==> config.mk <==
export PLATFORM = sky130hd
export DESIGN_NAME = src_top
export DESIGN_NICKNAME = d
export VERILOG_FILES = /design/src/design/src_pkg.sv /design/src/design/src_top.sv /design/src/design/src_sync3.sv /design/src/design/src_persist.sv
export SDC_FILE = /design/constraint.sdc
export NUM_CORES = 1
export LEC_CHECK = 0
export BUFFER_PORTS_ARGS = -buffer_cell sky130_fd_sc_hd__buf_4
export CAP_MARGIN = 10
export CORE_UTILIZATION = 54
export CTS_CLUSTER_SIZE = 8
export DETAILED_ROUTE_END_ITERATION = 8
export PLACE_DENSITY = 0.77
export RECOVER_POWER = 25
export SLEW_MARGIN = 20
export SYNTH_ARGS = -nofsm -noshare
export SYNTH_HDL_FRONTEND = slang
export SYNTH_HIERARCHICAL = 1
export SYNTH_SLANG_ARGS = --single-unit
==> constraint.sdc <==
create_clock -name clk_i -period 6.68 [get_ports clk_i]
set_input_delay 0.334 -clock clk_i [delete_from_list [all_inputs] [get_ports clk_i]]
set_output_delay 0.334 -clock clk_i [all_outputs]
set_load 0.005 [all_outputs]
==> src/design/src_pkg.sv <==
// system reset controller: shared constants and types
// assumes a single 100 MHz system clock with synchronous active-low reset
package src_pkg;

	// system clock
	localparam int CLK_MHZ = 100;
	localparam int CLK_PERIOD_NS = 10;

	// minimum reset pin pulse width, 1.5 us held in ns
	localparam int T_RST_MIN_NS = 1500;
	localparam int RST_MIN_CYC =
		(T_RST_MIN_NS + CLK_PERIOD_NS - 1) / CLK_PERIOD_NS;

	// stretch delay: base count shifted by the clock-select fuses
	localparam int FUSE_W = 4;
	localparam int CNT_W = 24;
	localparam int TOUT_BASE_CYC_DEF = 16;

	// synchroniser lanes and their values under reset
	localparam int SYNC_W = 4;
	localparam int LANE_SUPPLY = 0;
	localparam int LANE_PIN = 1;
	localparam int LANE_BOD = 2;
	localparam int LANE_TP = 3;
	localparam logic [SYNC_W-1:0] SYNC_RST_VAL = 4'h3;

	// one bit per reset source, also the reset_cause_register layout
	typedef struct packed {
		logic testport;
		logic watchdog;
		logic brownout;
		logic pin;
		logic supply_up;
	} src_flags_t;

	localparam logic [4:0] FLAGS_RST = 5'h00;

	typedef enum logic [1:0] {
		SRC_HOLD,
		SRC_STRETCH,
		SRC_RUN
	} src_state_t;

endpackage

==> src/design/src_top.sv <==
// system reset controller: merges five reset sources into the core reset
// assumes detectors, pin and test port are asynchronous; watchdog and fuses
// are on clk_i
`timescale 1ns/1ps
`default_nettype none

// Summary of operation
// - reset loads I/O, release fetches reset vector
// - I/O forced at once, no clock needed
// - hold reset until delay counter completes
// - delay length chosen by clock-select fuses
// - any of five sources asserts reset
// - supply-up active while supply is low
// - pin source after low beyond minimum width
// - watchdog source needs enable and time-out
// - brown-out source needs enable and low supply
// - test-port source follows its register bit
// - supply rise starts the delay counter
// - supply drop reasserts reset without delay
// - watchdog is one-cycle pulse, count after
// - cause flags; supply-up or zero-write clears
module src_top import src_pkg::*; #(
	parameter int TOUT_BASE_CYC = TOUT_BASE_CYC_DEF
) (
	// clock and reset
	input wire logic clk_i,
	input wire logic resetn_i,
	// analogue detectors and pins
	input wire logic supply_low_i,
	input wire logic reset_pin_n_i,
	input wire logic bod_enable_i,
	input wire logic bod_low_i,
	input wire logic testport_rst_i,
	// watchdog
	input wire logic wdt_enable_i,
	input wire logic wdt_timeout_i,
	// fuses
	input wire logic [FUSE_W-1:0] clock_select_fuses_i,
	// reset_cause_register access
	input wire logic cause_wr_i,
	input wire src_flags_t cause_wdata_i,
	output src_flags_t reset_cause_o,
	// resets out
	output logic io_reset_o,
	output logic core_reset_o,
	output logic vector_fetch_o,
	output src_flags_t src_active_o
);

	logic [SYNC_W-1:0] lvl_s;
	logic pin_hit;
	logic wdt_tmo_ff;
	logic wdt_src;
	src_flags_t src_now;
	logic src_any;
	src_state_t state_ff;
	src_state_t nxt_state;
	logic [CNT_W-1:0] cnt_ff;
	logic [CNT_W-1:0] delay_ff;
	logic [CNT_W-1:0] nxt_delay;
	logic core_reset_ff;
	logic vec_ff;
	src_flags_t cause_ff;
	src_flags_t nxt_cause;

	// input conditioning; pin is inverted so every lane is active high
	src_sync3 #(
		.W(SYNC_W),
		.RST_VAL(SYNC_RST_VAL)
	) u_sync (
		.clk_i(clk_i),
		.resetn_i(resetn_i),
		.async_i({testport_rst_i, bod_low_i, ~reset_pin_n_i, supply_low_i}),
		.sync_o(lvl_s)
	);

	// short pin glitches never reach the core
	src_persist #(
		.N(RST_MIN_CYC)
	) u_pin_width (
		.clk_i(clk_i),
		.resetn_i(resetn_i),
		.lvl_i(lvl_s[LANE_PIN]),
		.hit_o(pin_hit)
	);

	// watchdog time-out counts once per rising edge, even if held
	always_ff @(posedge clk_i) begin
		if (!resetn_i) begin
			wdt_tmo_ff <= 1'b0;
		end else begin
			wdt_tmo_ff <= wdt_timeout_i;
		end
	end

	assign wdt_src = wdt_enable_i && wdt_timeout_i && !wdt_tmo_ff;

	always_comb begin
		src_now.supply_up = lvl_s[LANE_SUPPLY];
		src_now.pin = pin_hit;
		src_now.brownout = bod_enable_i && lvl_s[LANE_BOD];
		src_now.watchdog = wdt_src;
		src_now.testport = lvl_s[LANE_TP];
	end

	assign src_any = |src_now;
	assign src_active_o = src_now;

	// raw levels, so ports reset even with no clock running
	// synced term keeps ports reset once a short raw pulse has gone
	assign io_reset_o = supply_low_i || !reset_pin_n_i ||
		(bod_enable_i && bod_low_i) || testport_rst_i ||
		wdt_src || src_any || core_reset_ff;

	// sequencer
	always_comb begin
		nxt_state = state_ff;
		case (state_ff)
			SRC_HOLD: begin
				if (!src_any) begin
					nxt_state = SRC_STRETCH;
				end
			end
			SRC_STRETCH: begin
				if (src_any) begin
					nxt_state = SRC_HOLD;
				end else if (cnt_ff == delay_ff - 1'b1) begin
					nxt_state = SRC_RUN;
				end
			end
			SRC_RUN: begin
				if (src_any) begin
					nxt_state = SRC_HOLD;
				end
			end
			default: begin
				nxt_state = SRC_HOLD;
			end
		endcase
	end

	always_ff @(posedge clk_i) begin
		if (!resetn_i) begin
			state_ff <= SRC_HOLD;
		end else begin
			state_ff <= nxt_state;
		end
	end

	// delay counter; any source cuts it back to zero
	always_ff @(posedge clk_i) begin
		if (!resetn_i) begin
			cnt_ff <= '0;
		end else if (state_ff == SRC_STRETCH && !src_any) begin
			cnt_ff <= cnt_ff + 1'b1;
		end else begin
			cnt_ff <= '0;
		end
	end

	// fuses sampled only while held, so a count never changes length midway
	assign nxt_delay = CNT_W'(TOUT_BASE_CYC) << clock_select_fuses_i;

	always_ff @(posedge clk_i) begin
		if (!resetn_i) begin
			delay_ff <= CNT_W'(TOUT_BASE_CYC);
		end else if (state_ff == SRC_HOLD) begin
			delay_ff <= nxt_delay;
		end
	end

	always_ff @(posedge clk_i) begin
		if (!resetn_i) begin
			core_reset_ff <= 1'b1;
		end else begin
			core_reset_ff <= (nxt_state != SRC_RUN);
		end
	end

	// the live source term removes the register's cycle on a supply drop
	assign core_reset_o = core_reset_ff || src_any;

	always_ff @(posedge clk_i) begin
		if (!resetn_i) begin
			vec_ff <= 1'b0;
		end else begin
			vec_ff <= (state_ff == SRC_STRETCH) && (nxt_state == SRC_RUN);
		end
	end

	assign vector_fetch_o = vec_ff;

	// cause flags: sources set; zero-write clears; supply-up clears the rest
	always_comb begin
		nxt_cause = cause_ff;
		if (cause_wr_i) begin
			nxt_cause = cause_ff & cause_wdata_i;
		end
		if (src_now.supply_up) begin
			nxt_cause = FLAGS_RST;
			nxt_cause.supply_up = 1'b1;
		end else begin
			nxt_cause = nxt_cause | src_now;
		end
	end

	always_ff @(posedge clk_i) begin
		if (!resetn_i) begin
			cause_ff <= FLAGS_RST;
		end else begin
			cause_ff <= nxt_cause;
		end
	end

	assign reset_cause_o = cause_ff;
endmodule
`default_nettype wire

==> src/design/src_sync3.sv <==
// three-stage synchroniser with agreement filter
// assumes async_i changes with no relation to clk_i
`timescale 1ns/1ps
`default_nettype none
module src_sync3 import src_pkg::*; #(
	parameter int W = 1,
	parameter logic [W-1:0] RST_VAL = '0
) (
	// clock and reset
	input wire logic clk_i,
	input wire logic resetn_i,
	// levels
	input wire logic [W-1:0] async_i,
	output logic [W-1:0] sync_o
);

	logic [W-1:0] s1_ff;
	logic [W-1:0] s2_ff;
	logic [W-1:0] s3_ff;
	logic [W-1:0] q_ff;

	// a lane moves only once stages two and three agree
	always_ff @(posedge clk_i) begin
		if (!resetn_i) begin
			s1_ff <= RST_VAL;
			s2_ff <= RST_VAL;
			s3_ff <= RST_VAL;
			q_ff <= RST_VAL;
		end else begin
			s1_ff <= async_i;
			s2_ff <= s1_ff;
			s3_ff <= s2_ff;
			q_ff <= (s2_ff & s3_ff) | (q_ff & (s2_ff ^ s3_ff));
		end
	end

	assign sync_o = q_ff;

endmodule
`default_nettype wire

==> src/design/src_persist.sv <==
// level persistence check: hit once a level has held more than N cycles
// assumes lvl_i is already in the clk_i domain
`timescale 1ns/1ps
`default_nettype none
module src_persist import src_pkg::*; #(
	parameter int N = 1
) (
	// clock and reset
	input wire logic clk_i,
	input wire logic resetn_i,
	// level in, qualified level out
	input wire logic lvl_i,
	output logic hit_o
);

	localparam int CW = $clog2(N + 1);
	localparam logic [CW-1:0] N_C = CW'(N);

	logic [CW-1:0] cnt_ff;
	logic hit_ff;

	// saturating count of consecutive high cycles
	always_ff @(posedge clk_i) begin
		if (!resetn_i) begin
			cnt_ff <= '0;
		end else if (!lvl_i) begin
			cnt_ff <= '0;
		end else if (cnt_ff != N_C) begin
			cnt_ff <= cnt_ff + 1'b1;
		end
	end

	always_ff @(posedge clk_i) begin
		if (!resetn_i) begin
			hit_ff <= 1'b0;
		end else begin
			hit_ff <= lvl_i && (cnt_ff == N_C);
		end
	end

	assign hit_o = hit_ff;

endmodule
`default_nettype wire

==> summary.txt <==
Floorplan
  – Die area: 6970 um^2
  – IO Pins: 32
  – Starting Density: 0.562
  – Core ar.: 6390 um^2
  – Die Height: 83.5 um
  – Std cell rows: 29
  – Die Span X: 83.5 um

Critical path
  – Critical path startpoint: delay_ff[4]
  – Critical path class: flop to flop
  – Worst path required time: 6.99 ns
  – Worst reg2reg startpoint: delay_ff[4]
  – Startpoint types: flop
  – Worst endpoint data arrival time: 3.06 ns
  – CP max FO: 8
  – Critical Path Sink Type: flop

Global routing
  – Vias in the first global route: 2,562
  – Largest net degree at the start of global routing: 39
  – First-pass GRT wire length: 12.0 mm
  – Initial antenna violation count: 0
  – Overall routing resource usage: 0.217
  – Total global routing overflow: 0

Synthesis
  – Post-Synth Adder-Cell Area: 0.0279
  – Post-synthesis cell area: 3590 um^2
  – Synth Area in Compound Gates: 0.0991
  – Mapped Cells: 407
  – Syn_nets: 434
  – Register area share after synthesis: 0.419
  – Share of the synthesized area in the top cell type: 0.419
  – Post-synth ARST share: 0
  – Xor/xnor share of the synthesized area: 0.110
  – Syn Area/Cell: 8.81 um^2
  – Mux cell area share after synthesis: 0.00837
  – Seq cells post-synth: 75
  – Distinct cells, synth: 57
  – Yosys Warn Count: 6
  – Simple-Gate Fraction of Synth Area: 0.304
  – Post-synth top flop: dfxtp_1
  – Post-synth EDFFs: 0
  – Synth top area cells: dfxtp_1 (42%), xnor2_1 (6.1%), nor2_1 (5.2%), xor2_1 (4.9%), nand2_1 (3.5%)
  – Largest family of logic cells by synthesized area: simple AND/OR/NAND/NOR gates
  – Cell taking the most area after synthesis: dfxtp_1

Clock network
  – Setup Fix Bufs, Post-CTS: 0
  – CTS tree: built
  – Clock sinks: 75
  – Worst-case clock buffer depth: 2
  – CTS resizes: 0
  – Clk_lat worst skew: 0.35 ns
  – Root Buffer: clkbuf_8
  – Htree depth: 3
  – Post-CTS Hold Buffers: 0
  – Clock slew seen by the registers of the worst setup and hold paths: 0.08 ns
  – Total CTS buffers: 9

Final layout
  – Commonest non-fill, non-tap cell in the layout: dfxtp_1
  – Layout Cells excl Fill: 516
  – Syn-to-layout area delta: 11.9%
  – N_diodes: 0
  – Layout cells sized above 1: 0.123
  – Final nets: 461
  – Post-route cell area: 4010 um^2
  – Commonest non-fill, non-tap cells in the layout: dfxtp_1 (75), nor2_1 (50), nand2_1 (33)

STA
  – Final worst path period share: 0.412
  – Fin Setup TNS: 0 ns
  – Minimum clock period after layout: 2.75 ns
  – RSZ-0062 raised after global routing: false
  – Final setup vio count: 0
  – Fin. max-slew vios: 0
  – Worst-margin pin slew: 1.24 ns
  – Final Hold Viols: 0
  – Worst Clk Skew: 0.00699 ns
  – Rel. slew slack: 0.172
  – Max Fclk: 363 MHz

Place
  – Port buffer count: 31
  – DP Wirelength: 5.32 mm
  – Gpl congestion: 0.997
  – Placed inst area: 3840 um^2
  – Cell count after placement: 500

Drt
  – Post-route ant nets: 0
  – Vias: 2,854
  – Routed wire per std cell: 14.1 um
  – Pre-Repair DR Iteration Count: 5
  – Via-to-Cell Ratio: 5.53
  – Residual DRC: 0
  – Initial drt markers: 121
  – Final wirelength: 7.26 mm

Pwr
  – Cell Pwr Density: 212 nW/um^2
  – VDD IR max: 0.166 mV
  – Leakage: 0.00155 uW
  – Final Power: 850 uW

Hold path
  – Hold Crit Class: input port to flop
  – Hold path start: supply_low_i

Job
  – Max cap viols: 0

Outcome
  – Outcome: complete, no violations
state kept, by name, summed over array words and instances (netlist names):
register	cells
core_reset_ff	1
u_sync/s2_ff	4
wdt_tmo_ff	1
u_sync/sync_o	4
u_pin_width/cnt_ff	8
u_sync/s1_ff	4
state_ff	2
delay_ff	16
u_sync/s3_ff	4
vector_fetch_o	1
cnt_ff	24
reset_cause_o	5
u_pin_width/hit_o	1
cells by family (layout without fill, tap and decap cells):
group,after synthesis,after routing
AOI/OAI and AO/OA,52,52
xor gates and xnor gates,45,45
adders and majority gates,8,8
buffers and inverters,26,58
DFF,75,75
muxes,3,3
and+or+nand+nor,198,198
area by class of cell:
class	count	area, um^2
clock inverter	6	50.0
fill	582	2370
multi-input combinational	306	1970
tap	77	96.3
inverter	11	41.3
clock buffer	10	128
timing repair buffer	31	229
sequential	75	1500
path summary, 6_finish.rpt:
path / slack, ns / cells after the start / endpoint
min reg2reg: 0.41 / 1 / u_sync/s2_ff[0]
max: 3.93 / 9 / state_ff[1]
max reg2reg: 3.93 / 9 / state_ff[1]
min: 0.16 / 2 / u_sync/s1_ff[0]
power by group:
part | switching [uW] | leakage, uW | internal [uW] | total [uW]
clock network | 180 | 0.0000888 | 139 | 319
logic | 36.7 | 0.000854 | 33.1 | 69.8
registers | 6.80 | 0.000609 | 455 | 461
cell usage after synthesis, types with 8 or more instances:
cell / instances
nand3_1: 14
and3_1: 11
a21oi_1: 11
xnor2_1: 25
clkbuf_1: 9
nand2_1: 33
xor2_1: 20
nor3_1: 9
inv_1: 11
dfxtp_1: 75
ha_1: 8
nor2b_1: 17
and2_1: 13
nor2_1: 50
a22oi_1: 12
routing by layer:
layer	routed length [um]	part of all wire	track usage	up-vias
met2	3440	0.47	0.350	47
met1	3430	0.47	0.277	1336
li1	-	-	-	1458
met5	0	0	0	-
met3	236	0.032	0.0396	13
met4	157	0.022	0.116	0
worst max-delay path, stage by stage, from the launching register on:
cell and delay [ns]:
dfxtp_1 0.36, inv_1 0.10, ha_1 0.22, or3b_1 0.51, or3_1 0.37, o21ai_0 0.16, nand2_1 0.07, or4_4 0.51
nor4b_4 0.25, o21ba_1 0.14
through the flow:
stage	worst slack, ns	util	hold slack (ns)
finish	3.93	0.629	0.163
global route	3.79	0.629	0.159
CTS	3.95	0.629	0.145
detailed placement	3.97	0.601	0.396
global placement	4.03	0.601	0.395
floorplan	4.08	-	0.385
Note: power is estimated with default switching activity, not from simulation.
